$ cat config.mk
export PLATFORM = sky130hd
export DESIGN_NAME = bap_unit
export DESIGN_NICKNAME = d
export VERILOG_FILES = /design/src/bap_pkg.sv /design/src/bap_chk_if.sv /design/src/bap_unit.sv /design/src/bap_policy_check.sv
export SDC_FILE = /design/constraint.sdc
export NUM_CORES = 1
export LEC_CHECK = 0
export ABC_AREA = 1
export BUFFER_PORTS_ARGS = -buffer_cell sky130_fd_sc_hd__buf_2
export CAP_MARGIN = 30
export CORE_ASPECT_RATIO = 0.9
export CORE_MARGIN = 4
export CORE_UTILIZATION = 29
export DETAILED_ROUTE_END_ITERATION = 12
export SYNTH_ARGS = -nofsm -noshare
export SYNTH_HDL_FRONTEND = slang
export SYNTH_HIERARCHICAL = 1
export SYNTH_SLANG_ARGS = --single-unit
$ cat constraint.sdc
create_clock -name core_clk -period 3.8 [get_ports core_clk]
set_input_delay 0.38 -clock core_clk [delete_from_list [all_inputs] [get_ports core_clk]]
set_output_delay 0.38 -clock core_clk [all_outputs]
set_load 0.1 [all_outputs]
$ cat src/bap_pkg.sv
// Shared constants and types of the bus access policy unit.
// Assumes one core clock domain; all offsets are AXI4-Lite byte addresses.
package bap_pkg;

   // Register byte offsets
   localparam logic [7:0] OFS_CTRL_ONE = 8'h00;
   localparam logic [7:0] OFS_CTRL_TWO = 8'h04;
   localparam logic [7:0] OFS_ERR_STAT = 8'h08;

   // bus_control_reg_one fields
   localparam int LOWER_BANK_FLASH_ENABLE = 0;
   localparam int LOWER_BANK_PAGE_SELECT = 1;
   localparam int UPPER_BANK_FLASH_ENABLE = 2;
   localparam int UPPER_BANK_PAGE_SELECT = 3;
   localparam int LCD_OR_FAST_BUS_SELECT = 4;
   localparam int BUS_WIDTH_32 = 5;
   localparam int ROM_WAIT_LSB = 8;
   localparam int CTRL_ONE_W = 11;
   localparam logic [10:0] CTRL_ONE_WMASK = 11'h73F;
   localparam logic [10:0] CTRL_ONE_RST = 11'h000;
   // bus_control_reg_two / bus_error_status_reg fields
   localparam int GRAPHICS_MODE_BIT = 0;
   localparam int ERR_RD_BIT = 0;
   localparam int ERR_WR_BIT = 1;
   localparam int BUSY_BIT = 2;

   // Physical address map
   localparam logic [31:0] DRAM_LO = 32'h0000_0000;
   localparam logic [31:0] DRAM_HI = 32'h03FF_FFFF;
   localparam logic [31:0] RSV1_LO = 32'h0400_0000;
   localparam logic [31:0] RSV1_HI = 32'h09FF_FFFF;
   localparam logic [31:0] LCD_LO = 32'h0A00_0000;
   localparam logic [31:0] LCD_HI = 32'h0AFF_FFFF;
   localparam logic [31:0] OCIO1_LO = 32'h0B00_0000;
   localparam logic [31:0] OCIO1_HI = 32'h0B7F_FFFF;
   localparam logic [31:0] OCIO2_LO = 32'h0B80_0000;
   localparam logic [31:0] OCIO2_HI = 32'h0BFF_FFFF;
   localparam logic [31:0] RSV2_LO = 32'h0C00_0000;
   localparam logic [31:0] RSV2_HI = 32'h0FFF_FFFF;
   localparam logic [31:0] SMEM_LO = 32'h1000_0000;
   localparam logic [31:0] SMEM_HI = 32'h13FF_FFFF;
   localparam logic [31:0] SIO_LO = 32'h1400_0000;
   localparam logic [31:0] SIO_HI = 32'h17FF_FFFF;
   localparam logic [31:0] ROM_LO = 32'h1800_0000;
   localparam logic [31:0] ROM_HI = 32'h1FFF_FFFF;
   localparam int ROM_PAIR_BIT = 26;

   // Transfer size codes; bit n of a mask allows code n
   localparam logic [2:0] SZ_1 = 3'h0;
   localparam logic [2:0] SZ_2 = 3'h1;
   localparam logic [2:0] SZ_3 = 3'h2;
   localparam logic [2:0] SZ_4 = 3'h3;
   localparam logic [2:0] SZ_8 = 3'h4;
   localparam logic [2:0] SZ_16 = 3'h5;
   localparam logic [5:0] MSK_ALL = 6'h3F;
   localparam logic [5:0] MSK_NO3 = 6'h3B;
   localparam logic [5:0] MSK_LCD = 6'h1B;
   localparam logic [5:0] MSK_OCIO2 = 6'h1A;

   localparam logic [1:0] ROM_ORD = 2'h0;
   localparam logic [1:0] ROM_PAGE = 2'h1;
   localparam logic [1:0] ROM_FLASH = 2'h2;
   localparam logic [2:0] FLASH_WAIT = 3'h0;
   localparam logic [1:0] DEADLOCK_REFRESHES = 2'h2;
   localparam logic [1:0] RESP_OKAY = 2'h0;
   localparam logic [1:0] RESP_SLVERR = 2'h2;

   typedef enum logic [3:0] {
      SP_NONE, SP_RSVD, SP_ROM, SP_SIO, SP_SMEM, SP_OCIO1, SP_OCIO2,
      SP_LCD, SP_FAST, SP_DRAM
   } bap_space_e;

   typedef enum logic [1:0] {
      ST_IDLE = 2'b01,
      ST_XFER = 2'b10
   } bap_fsm_e;

endpackage

$ cat src/bap_chk_if.sv
// Carrier between the unit's top and its access decoder.
// Assumes the decoder is purely combinational.
`timescale 1ns/100ps
interface bap_chk_if;
   import bap_pkg::*;
   logic [31:0] addr;
   logic [2:0] size;
   logic wr;
   logic [CTRL_ONE_W-1:0] ctrl;
   bap_space_e space;
   logic illegal;
   logic [1:0] rom_mode;
   logic wr_strobe_en;
   modport main (output addr, size, wr, ctrl,
      input space, illegal, rom_mode, wr_strobe_en);
   modport chk (input addr, size, wr, ctrl,
      output space, illegal, rom_mode, wr_strobe_en);
endinterface

$ cat src/bap_unit.sv
// Bus access policy unit with AXI4-Lite registers.
// Assumes ext_ready ends every started cycle
// and refresh_tick pulses once per refresh.
// Operation
// [RULE_01] ROM reads and DRAM reads/writes accept all six sizes.
// [RULE_02] System bus and first on-chip I/O refuse 3-byte transfers.
// [RULE_03] LCD/fast bus allow 8,4,2,1; second on-chip I/O 8,4,2.
// [RULE_04] Flash writes match bus width: 4 bytes on 32, 2 on 16.
// [RULE_05] LCD and fast bus share one range, one bit selects.
// [RULE_06] Two ROM mode settings: banks 3/2 and banks 1/0.
// [RULE_07] Flash bit set means flash; else page bit picks page-ROM.
// [RULE_08] Ordinary and flash modes read all; page mode page-ROM only.
// [RULE_09] Flash writes and register reads only in flash mode.
// [RULE_10] Reset leaves both bank pairs in ordinary ROM mode.
// [RULE_11] ROM wait programmable except in flash mode, fixed there.
// [RULE_12] Ordinary ROM mode writes keep the write strobe off.
// [RULE_13] Software raises voltage, enters flash mode, then writes.
// [RULE_14] Software checks status, retries, leaves flash mode first.
// [RULE_15] LCD interface accepts 1, 2, 4 and 8 byte transfers.
// [RULE_16] LCD data inverted when select and graphics bits are 0.
// [RULE_17] No ready within two refreshes is deadlock, illegal access. Code times out only system bus, LCD and fast bus cycles.
// [RULE_18] Addresses 0x0C00_0000 to 0x0FFF_FFFF are illegal.
// [RULE_19] Addresses 0x0400_0000 to 0x09FF_FFFF are illegal.
// [RULE_20] Illegal reads end with a bus error response.
// [RULE_21] Illegal writes raise interrupt zero until software clears.
// [RULE_22] Writing 1 to error status bit 1 clears that interrupt.
// [RULE_23] All sequencing runs on the peripheral clock.
// [RULE_24] Illegal accesses start no external cycle or strobe.
// [RULE_25] Refused sizes report through the same illegal paths.
//
// The address map and the AXI4-Lite slave port were chosen for this implementation.
`timescale 1ns/100ps
module bap_unit
   import bap_pkg::*;
(
   input wire logic core_clk, // Peripheral clock
   input wire logic rst_n, // Synchronous reset
   input wire logic ce, // Clock enable
   input logic s_axi_awvalid, // Write address valid
   output logic s_axi_awready, // Write address ready
   input logic [7:0] s_axi_awaddr, // Write address
   input logic s_axi_wvalid, // Write data valid
   output logic s_axi_wready, // Write data ready
   input logic [31:0] s_axi_wdata, // Write data
   input logic [3:0] s_axi_wstrb, // Byte strobes
   output logic s_axi_bvalid, // Write response valid
   input logic s_axi_bready, // Write response ready
   output logic [1:0] s_axi_bresp, // Write response
   input logic s_axi_arvalid, // Read address valid
   output logic s_axi_arready, // Read address ready
   input logic [7:0] s_axi_araddr, // Read address
   output logic s_axi_rvalid, // Read data valid
   input logic s_axi_rready, // Read data ready
   output logic [31:0] s_axi_rdata, // Read data
   output logic [1:0] s_axi_rresp, // Read response
   input logic req_valid, // Request valid
   output logic req_ready, // Request taken
   input logic req_write, // Request is a write
   input logic [31:0] req_addr, // Physical address
   input logic [2:0] req_size, // Size code
   input logic [31:0] req_wdata, // Write data
   output logic rsp_valid, // Core answer pulse
   output logic rsp_err, // Bus error on a refused or timed-out read
   output logic [31:0] rsp_rdata, // Core read data
   output logic core_interrupt_zero, // Illegal write interrupt
   output logic ext_valid, // External cycle in progress
   output logic ext_write, // External cycle is a write
   output logic ext_wr_strobe, // Write strobe allowed
   output logic [3:0] ext_space, // Target space code
   output logic [1:0] ext_rom_mode, // ROM access mode
   output logic [2:0] ext_rom_wait, // ROM wait setting
   output logic ext_wait_prog, // ROM wait is programmable
   output logic [31:0] ext_addr, // External address
   output logic [2:0] ext_size, // External size code
   output logic [31:0] ext_wdata, // External write data
   input wire logic ext_ready, // External cycle done
   input wire logic [31:0] ext_rdata, // External read data
   input wire logic refresh_tick // One pulse per refresh
);

   typedef struct packed {
      bap_fsm_e st;
      logic [CTRL_ONE_W-1:0] ctrl1;
      logic graphics_mode_bit;
      logic err_rd;
      logic err_wr;
      logic aw_got;
      logic [7:0] aw_addr;
      logic w_got;
      logic [31:0] w_data;
      logic [3:0] w_strb;
      logic bvalid;
      logic [1:0] bresp;
      logic rvalid;
      logic [31:0] rdata;
      logic [1:0] rresp;
      logic rsp_valid;
      logic rsp_err;
      logic [31:0] rsp_rdata;
      logic ext_valid;
      logic ext_write;
      logic ext_wr_strobe;
      logic [3:0] ext_space;
      logic [1:0] ext_rom_mode;
      logic [2:0] ext_rom_wait;
      logic ext_wait_prog;
      logic [31:0] ext_addr;
      logic [2:0] ext_size;
      logic [31:0] ext_wdata;
      logic invert;
      logic [1:0] ref_cnt;
   } bap_state_s;

   bap_state_s q;
   bap_state_s nxt;

   bap_chk_if chk ();

   bap_policy_check u_chk (
      .c (chk.chk)
   );

   assign chk.addr = req_addr;
   assign chk.size = req_size;
   assign chk.wr = req_write;
   assign chk.ctrl = q.ctrl1;

   // Byte-lane mask built from AXI strobes
   logic [31:0] wmask;
   genvar gi;
   generate
      for (gi = 0; gi < 4; gi++) begin : g_lane
         assign wmask[gi*8 +: 8] = {8{q.w_strb[gi]}};
      end
   endgenerate

   logic do_wr;
   logic wr_clr_wr;
   logic wr_clr_rd;
   logic set_wr;
   logic set_rd;
   logic lcd_inv;
   logic deadlock;
   logic bus_side;

   always_comb begin
      do_wr = q.aw_got && q.w_got && !q.bvalid;
      wr_clr_wr = do_wr && (q.aw_addr == OFS_ERR_STAT) &&
         q.w_strb[0] && q.w_data[ERR_WR_BIT]; // RULE_22
      wr_clr_rd = do_wr && (q.aw_addr == OFS_ERR_STAT) &&
         q.w_strb[0] && q.w_data[ERR_RD_BIT];
      lcd_inv = !q.ctrl1[LCD_OR_FAST_BUS_SELECT] &&
         !q.graphics_mode_bit; // RULE_16
      bus_side = (q.ext_space == SP_SIO) || (q.ext_space == SP_SMEM) ||
         (q.ext_space == SP_LCD) || (q.ext_space == SP_FAST);
      // Only system bus, LCD and fast bus cycles are timed out on a missing ready
      deadlock = q.st[1] && q.ext_valid && !ext_ready && bus_side &&
         refresh_tick &&
         (q.ref_cnt == DEADLOCK_REFRESHES - 2'h1); // RULE_17
   end

   always_comb begin
      nxt = q;
      set_wr = 1'b0;
      set_rd = 1'b0;
      nxt.rsp_valid = 1'b0;
      nxt.rsp_err = 1'b0;

      // AXI write channel: address and data taken in either order
      if (s_axi_awvalid && s_axi_awready) begin
         nxt.aw_got = 1'b1;
         nxt.aw_addr = s_axi_awaddr;
      end
      if (s_axi_wvalid && s_axi_wready) begin
         nxt.w_got = 1'b1;
         nxt.w_data = s_axi_wdata;
         nxt.w_strb = s_axi_wstrb;
      end
      if (do_wr) begin
         nxt.aw_got = 1'b0;
         nxt.w_got = 1'b0;
         nxt.bvalid = 1'b1;
         nxt.bresp = RESP_OKAY;
         case (q.aw_addr)
            OFS_CTRL_ONE: begin
               nxt.ctrl1 = (q.ctrl1 & ~(wmask[10:0] & CTRL_ONE_WMASK)) |
                  (q.w_data[10:0] & wmask[10:0] & CTRL_ONE_WMASK);
            end
            OFS_CTRL_TWO: begin
               if (q.w_strb[0]) begin
                  nxt.graphics_mode_bit = q.w_data[GRAPHICS_MODE_BIT];
               end
            end
            OFS_ERR_STAT: ;
            default: nxt.bresp = RESP_SLVERR;
         endcase
      end
      if (q.bvalid && s_axi_bready) begin
         nxt.bvalid = 1'b0;
      end

      // AXI read channel
      if (s_axi_arvalid && s_axi_arready) begin
         nxt.rvalid = 1'b1;
         nxt.rresp = RESP_OKAY;
         nxt.rdata = 32'h0000_0000;
         case (s_axi_araddr)
            OFS_CTRL_ONE: nxt.rdata[10:0] = q.ctrl1;
            OFS_CTRL_TWO: nxt.rdata[GRAPHICS_MODE_BIT] = q.graphics_mode_bit;
            OFS_ERR_STAT: begin
               nxt.rdata[ERR_RD_BIT] = q.err_rd;
               nxt.rdata[ERR_WR_BIT] = q.err_wr;
               nxt.rdata[BUSY_BIT] = q.st[1];
            end
            default: nxt.rresp = RESP_SLVERR;
         endcase
      end
      if (q.rvalid && s_axi_rready) begin
         nxt.rvalid = 1'b0;
      end

      // Core request sequencing
      case (q.st)
         ST_IDLE: begin
            if (req_valid) begin
               if (chk.illegal || chk.space == SP_NONE ||
                   chk.space == SP_RSVD) begin
                  // No external cycle for a refused access
                  nxt.rsp_valid = 1'b1; // RULE_24
                  nxt.rsp_err = !req_write; // RULE_20 RULE_25
                  set_wr = req_write; // RULE_21 RULE_25
                  set_rd = !req_write;
               end else begin
                  nxt.st = ST_XFER;
                  nxt.ext_valid = 1'b1;
                  nxt.ext_write = req_write;
                  nxt.ext_wr_strobe = req_write &&
                     chk.wr_strobe_en; // RULE_12 RULE_09
                  nxt.ext_space = chk.space;
                  // Page mode narrows read devices to page ROM
                  nxt.ext_rom_mode = chk.rom_mode; // RULE_08
                  nxt.ext_wait_prog = chk.rom_mode != ROM_FLASH; // RULE_11
                  nxt.ext_rom_wait = (chk.rom_mode == ROM_FLASH) ?
                     FLASH_WAIT :
                     q.ctrl1[ROM_WAIT_LSB +: 3]; // RULE_11
                  nxt.ext_addr = req_addr;
                  nxt.ext_size = req_size;
                  nxt.invert = lcd_inv && (chk.space == SP_LCD);
                  nxt.ext_wdata = (lcd_inv && chk.space == SP_LCD) ?
                     ~req_wdata : req_wdata; // RULE_16
                  nxt.ref_cnt = 2'h0;
               end
            end
         end
         ST_XFER: begin
            if (ext_ready) begin
               nxt.st = ST_IDLE;
               nxt.ext_valid = 1'b0;
               nxt.ext_wr_strobe = 1'b0;
               nxt.rsp_valid = 1'b1;
               nxt.rsp_rdata = q.invert ? ~ext_rdata : ext_rdata; // RULE_16
            end else if (deadlock) begin
               nxt.st = ST_IDLE;
               nxt.ext_valid = 1'b0;
               nxt.ext_wr_strobe = 1'b0;
               nxt.rsp_valid = 1'b1;
               nxt.rsp_err = !q.ext_write; // RULE_17 RULE_20
               set_wr = q.ext_write; // RULE_17 RULE_21
               set_rd = !q.ext_write;
            end else if (refresh_tick && bus_side) begin
               nxt.ref_cnt = q.ref_cnt + 2'h1;
            end
         end
         default: begin
            nxt.st = ST_IDLE;
            nxt.ext_valid = 1'b0;
            nxt.ext_wr_strobe = 1'b0;
         end
      endcase

      // New errors win over a clear in the same cycle
      nxt.err_wr = set_wr | (q.err_wr & ~wr_clr_wr); // RULE_21 RULE_22
      nxt.err_rd = set_rd | (q.err_rd & ~wr_clr_rd);
   end

   // Every cycle and timing count advances on this one clock
   always_ff @(posedge core_clk) begin // RULE_23
      if (!rst_n) begin
         q <= '0;
         q.st <= ST_IDLE;
         q.ctrl1 <= CTRL_ONE_RST; // RULE_10
      end else if (ce) begin
         q <= nxt;
      end
   end

   assign s_axi_awready = !q.aw_got && !q.bvalid;
   assign s_axi_wready = !q.w_got && !q.bvalid;
   assign s_axi_bvalid = q.bvalid;
   assign s_axi_bresp = q.bresp;
   assign s_axi_arready = !q.rvalid;
   assign s_axi_rvalid = q.rvalid;
   assign s_axi_rdata = q.rdata;
   assign s_axi_rresp = q.rresp;

   assign req_ready = q.st[0] && ce;
   assign rsp_valid = q.rsp_valid;
   assign rsp_err = q.rsp_err;
   assign rsp_rdata = q.rsp_rdata;
   assign core_interrupt_zero = q.err_wr; // RULE_21

   assign ext_valid = q.ext_valid;
   assign ext_write = q.ext_write;
   assign ext_wr_strobe = q.ext_wr_strobe;
   assign ext_space = q.ext_space;
   assign ext_rom_mode = q.ext_rom_mode;
   assign ext_rom_wait = q.ext_rom_wait;
   assign ext_wait_prog = q.ext_wait_prog;
   assign ext_addr = q.ext_addr;
   assign ext_size = q.ext_size;
   assign ext_wdata = q.ext_wdata;

endmodule // bap_unit

$ cat src/bap_policy_check.sv
// Address space, ROM mode and transfer size decoder.
// Assumes the top holds the request stable while it samples the result.
`timescale 1ns/100ps
module bap_policy_check
   import bap_pkg::*;
(
   bap_chk_if.chk c // Request in, verdict out
);

   function automatic logic in_rng(input logic [31:0] a, lo, hi);
      in_rng = (a >= lo) && (a <= hi);
   endfunction

   logic [5:0] msk;
   logic fl_en;
   logic pg_sel;

   always_comb begin
      c.space = SP_NONE;
      if (in_rng(c.addr, RSV1_LO, RSV1_HI) ||
          in_rng(c.addr, RSV2_LO, RSV2_HI)) begin
         c.space = SP_RSVD; // RULE_18 RULE_19
      end else if (in_rng(c.addr, DRAM_LO, DRAM_HI)) begin
         c.space = SP_DRAM;
      end else if (in_rng(c.addr, LCD_LO, LCD_HI)) begin
         c.space = c.ctrl[LCD_OR_FAST_BUS_SELECT] ?
            SP_FAST : SP_LCD; // RULE_05
      end else if (in_rng(c.addr, OCIO1_LO, OCIO1_HI)) begin
         c.space = SP_OCIO1;
      end else if (in_rng(c.addr, OCIO2_LO, OCIO2_HI)) begin
         c.space = SP_OCIO2;
      end else if (in_rng(c.addr, SMEM_LO, SMEM_HI)) begin
         c.space = SP_SMEM;
      end else if (in_rng(c.addr, SIO_LO, SIO_HI)) begin
         c.space = SP_SIO;
      end else if (in_rng(c.addr, ROM_LO, ROM_HI)) begin
         c.space = SP_ROM;
      end
   end

   // Banks 3/2 and 1/0 each follow their own pair of bits
   always_comb begin
      fl_en = c.addr[ROM_PAIR_BIT] ? c.ctrl[UPPER_BANK_FLASH_ENABLE] :
         c.ctrl[LOWER_BANK_FLASH_ENABLE]; // RULE_06
      pg_sel = c.addr[ROM_PAIR_BIT] ? c.ctrl[UPPER_BANK_PAGE_SELECT] :
         c.ctrl[LOWER_BANK_PAGE_SELECT]; // RULE_06
      if (fl_en) begin
         c.rom_mode = ROM_FLASH; // RULE_07
      end else if (pg_sel) begin
         c.rom_mode = ROM_PAGE; // RULE_07
      end else begin
         c.rom_mode = ROM_ORD; // RULE_07
      end
   end

   always_comb begin
      c.wr_strobe_en = 1'b1;
      case (c.space)
         SP_ROM: begin
            if (!c.wr) begin
               msk = MSK_ALL; // RULE_01
            end else if (c.rom_mode == ROM_FLASH) begin
               msk = c.ctrl[BUS_WIDTH_32] ? 6'h08 : 6'h02; // RULE_04
            end else begin
               // Write cycle runs but never strobes the device
               msk = MSK_ALL;
               c.wr_strobe_en = 1'b0; // RULE_12 RULE_09
            end
         end
         SP_SIO, SP_SMEM, SP_OCIO1: msk = MSK_NO3; // RULE_02
         SP_OCIO2: msk = MSK_OCIO2; // RULE_03
         SP_LCD, SP_FAST: msk = MSK_LCD; // RULE_03 RULE_15
         SP_DRAM: msk = MSK_ALL; // RULE_01
         default: msk = 6'h00;
      endcase
      c.illegal = (c.size > SZ_16) || !msk[c.size]; // RULE_25
   end

endmodule // bap_policy_check

==> flow_summary.toml <==
[run_status]
outcome = "complete, no violations"

[global_routing]
grt_pass1_vias = 6690
gr-total-overflow = 0
grt_pass1_wl_um = 34100
antenna_found_initial = 2
track_usage_pct = 13.6
grt_max_degree = 79

[finish]
layout-area-overhead-vs-synth_pct = 15.2
final_nets = 1361
final_cell_area_um2 = 9480
utilization_pct = 33.9
insertedDiodeCount = 0
drive_gt1_share_pct = 28.4
stdcell_count = 1568

[sta]
setup_viol = 0
slew_headroom_pct = 34.1
fmax_mhz = 398
finClkSkew_ns = 0.0177
timing.final.hold_violations = 0
rsz0062_at_grt = "false"
tightestPinTransition_ns = 0.988
fin_crit_sh_pct = 66.1
finalSetupTns_ns = 0
drv_slew = 0
layout_min_cycle_time_ns = 2.51

[logic_synthesis]
syn_area_um2 = 8230
postSynth.asyncResetShare_pct = 0
yosys.cell_count.top_type = "dfxtp_1"
yosys.area.top_type = "dfxtp_1"
ys_seq_elements = 165
postSynthAreaPerCell_um2 = 7.66
synth_seq_area_share_pct = 40.2
synth_cell_types = 34
yosys-top-cells-count = "dfxtp_1, buf_4, o21ai_0"
synthCells = 1074
synth.yosys.warnings = 6
synth_edf_count = 0
synth_area_leaders = "dfxtp_1, buf_4, o21ai_0"
yosysTopAreaCellShare_pct = 40.2
synth_ff_type = "dfxtp_1"

[power]
swShare_pct = 32.0
combPwrFrac_pct = 13.3
internal_power_mw = 2.78
powerDensity_nw_per_um2 = 432
switching_power_mw = 1.31
p_leak_nw = 4.54
ir_drop_mv = 0.321
p_seq_share_pct = 43.5
power_frac_clock_pct = 43.2

[routing]
routed_wl_um = 21900
route.antenna.remaining_nets = 0
first_pass_iters = 4
viasPerCell = 4.35
drtIter0Drc = 205
vias = 6828
remaining_drc_errors = 0
wire_per_inst_um = 14.0

[clocking]
numCtsBuffers = 17
tritoncts = "done"
cts.sinks = 165
postCtsHoldBufs = 0
cts_max_path_buffers = 2
cts_max_level = 4
cts_resized = 0
cts_setup_buffers = 0
clk_pin_slew_ns = 0.08
clk-insertion-delay-late_ns = 0.44
cts-root-buf = "clkbuf_16"

[placement]
place_hpwl_um = 15800
dpl.cell_count = 1536
portBuffers = 269
placed_area_um2 = 8870
place_congestion = 0.766

[die]
start_util_pct = 29.4
rows = 58
die_area_um2 = 31100
core_area_um2 = 27900
chipWidth_um = 186
ios = 320
die_y_um = 168

[setup_path]
cp-start-kind = "input pin"
crit_slowest_cell = "buf_4"
required_ns = 4.16
reg2reg_to = "ext_rom_wait[1]"
max_stage_delay_ns = 0.59
end_kind = "flip-flop"
path_common_cell = "nand2_1"
crit_fanout = 78
path_class = "input pin to flip-flop"
ff2ff_path_depth = 16
path_cells = "buf_2 > inv_2 > nand3_2 > nor2_2 > nand2_1 > nor2_4 > inv_1 > o211ai_1 > nand2_1 > inv_1 > nor2_1 > nand2_1 > nand2_1 > nor3_4 > buf_4 > o21ai_0 > a21oi_1"
cp_data_arrival_time_ns = 2.87
r2r_slack_ns = 1.37

[min_path]
hold_end = "ext_addr[17]"
hold_class = "input pin to flip-flop"
min_path_cells = 3
worstHoldStart = "req_addr[17]"

[job]
max-cap-violations = 0
[how the worst max path moves through the flow]
stage	from	end	slack, ns	cells after the start
4_1_cts	flip-flop	ext_space[1]	1.28	16
3_3_place_gp	req_addr[26]	ext_wdata[19]	0.95	17
2_1_floorplan	s_axi_bvalid	q[198]	0.77	5
5_1_grt	flip-flop	ext_space[3]	0.97	16
6_report	req_addr[26]	ext_wdata[15]	1.29	17
3_5_place_dp	req_addr[26]	ext_wdata[10]	0.85	17
[registers in the layout, summed over array words and instances, names as in the netlist, named ones only]
name,count
ext_rom_wait,3
ext_space,4
ext_addr,32
ext_valid,1
ext_wr_strobe,1
ext_write,1
s_axi_rvalid,1
s_axi_rresp,1
q,28
rsp_valid,1
ext_wait_prog,1
rsp_err,1
s_axi_bvalid,1
ext_size,3
core_interrupt_zero,1
rsp_rdata,32
s_axi_rdata,9
ext_wdata,32
s_axi_bresp,1
ext_rom_mode,2
[final cells by class]
| cell class | count | area (um2) |
|---|---|---|
| fillers | 3036 | 18500 |
| multi-input cells | 645 | 3350 |
| flip-flops and latches | 165 | 3300 |
| repair buffers | 275 | 1430 |
| well taps | 360 | 450 |
| clock buffers | 17 | 425 |
| inverters | 91 | 342 |
| clock inverters | 15 | 181 |
[cell usage in the layout, fill, tap and decap left out, types with 2 or more instances in the layout]
cell,netlist,final
a31oi_1,4,4
nor3_1,11,11
clkinv_4,0,2
ha_1,3,3
dfxtp_1,165,164
nor2_1,135,135
xor2_1,64,64
inv_2,8,8
buf_4,148,5
inv_8,0,5
nand4_1,7,7
a211oi_1,4,4
conb_1,1,25
nor3_2,3,2
inv_1,81,81
clkinv_1,2,2
a21oi_1,108,108
nand3_1,28,26
nand2_1,86,86
nor2_2,6,6
a21o_1,2,2
inv_6,0,3
clkbuf_16,0,17
nor3_4,1,2
nand3_2,2,4
nor2_4,5,5
o21ai_0,141,141
nand2_2,4,4
buf_2,17,268
clkinv_8,0,5
[power by group through the flow]
stage,registers (mW),clock network [mW],logic [mW]
after global placement,1.82,0,0.540
after floorplan,1.84,0,0.420
after global routing,1.79,1.92,0.587
after detailed placement,1.82,0,0.548
after CTS,1.78,1.85,0.550
final,1.78,1.77,0.545
[kinds of logic after synthesis]
kind of cell	after synthesis	synth area share [%]
flip-flops	165	40.2
XOR/XNOR	64	6.81
AND/OR/NAND/NOR	290	15.6
buffers and inverters	288	20.4
AO/OA/AOI/OAI	263	16.5
adder cells (fa/ha/maj)	3	0.456
other	1	0.0456
[per-stage QoR]
stage | total power [mW] | setup WS (ns) | hold WS (ns)
floorplan | 2.26 | 0.770 | 0.424
global placement | 2.36 | 0.951 | 0.429
detailed placement | 2.37 | 0.848 | 0.434
CTS | 4.19 | 1.28 | 0.133
global route | 4.29 | 0.968 | 0.150
finish | 4.10 | 1.29 | 0.166
[worst max-delay path: cells and delay by family]
family	cells	cell delay, ns
AND/OR/NAND/NOR	9	0.95
buffers and inverters	5	1.07
AO/OA/AOI/OAI	3	0.43
[routing by layer]
layer,global-route usage (%),up-vias,routed length (um)
met1,16.4,3085,9600
met3,5.29,19,1990
met2,23.0,201,10000
li1,-,3519,-
met5,0,-,22
met4,3.23,4,247
(Power assumes the default switching activity.)
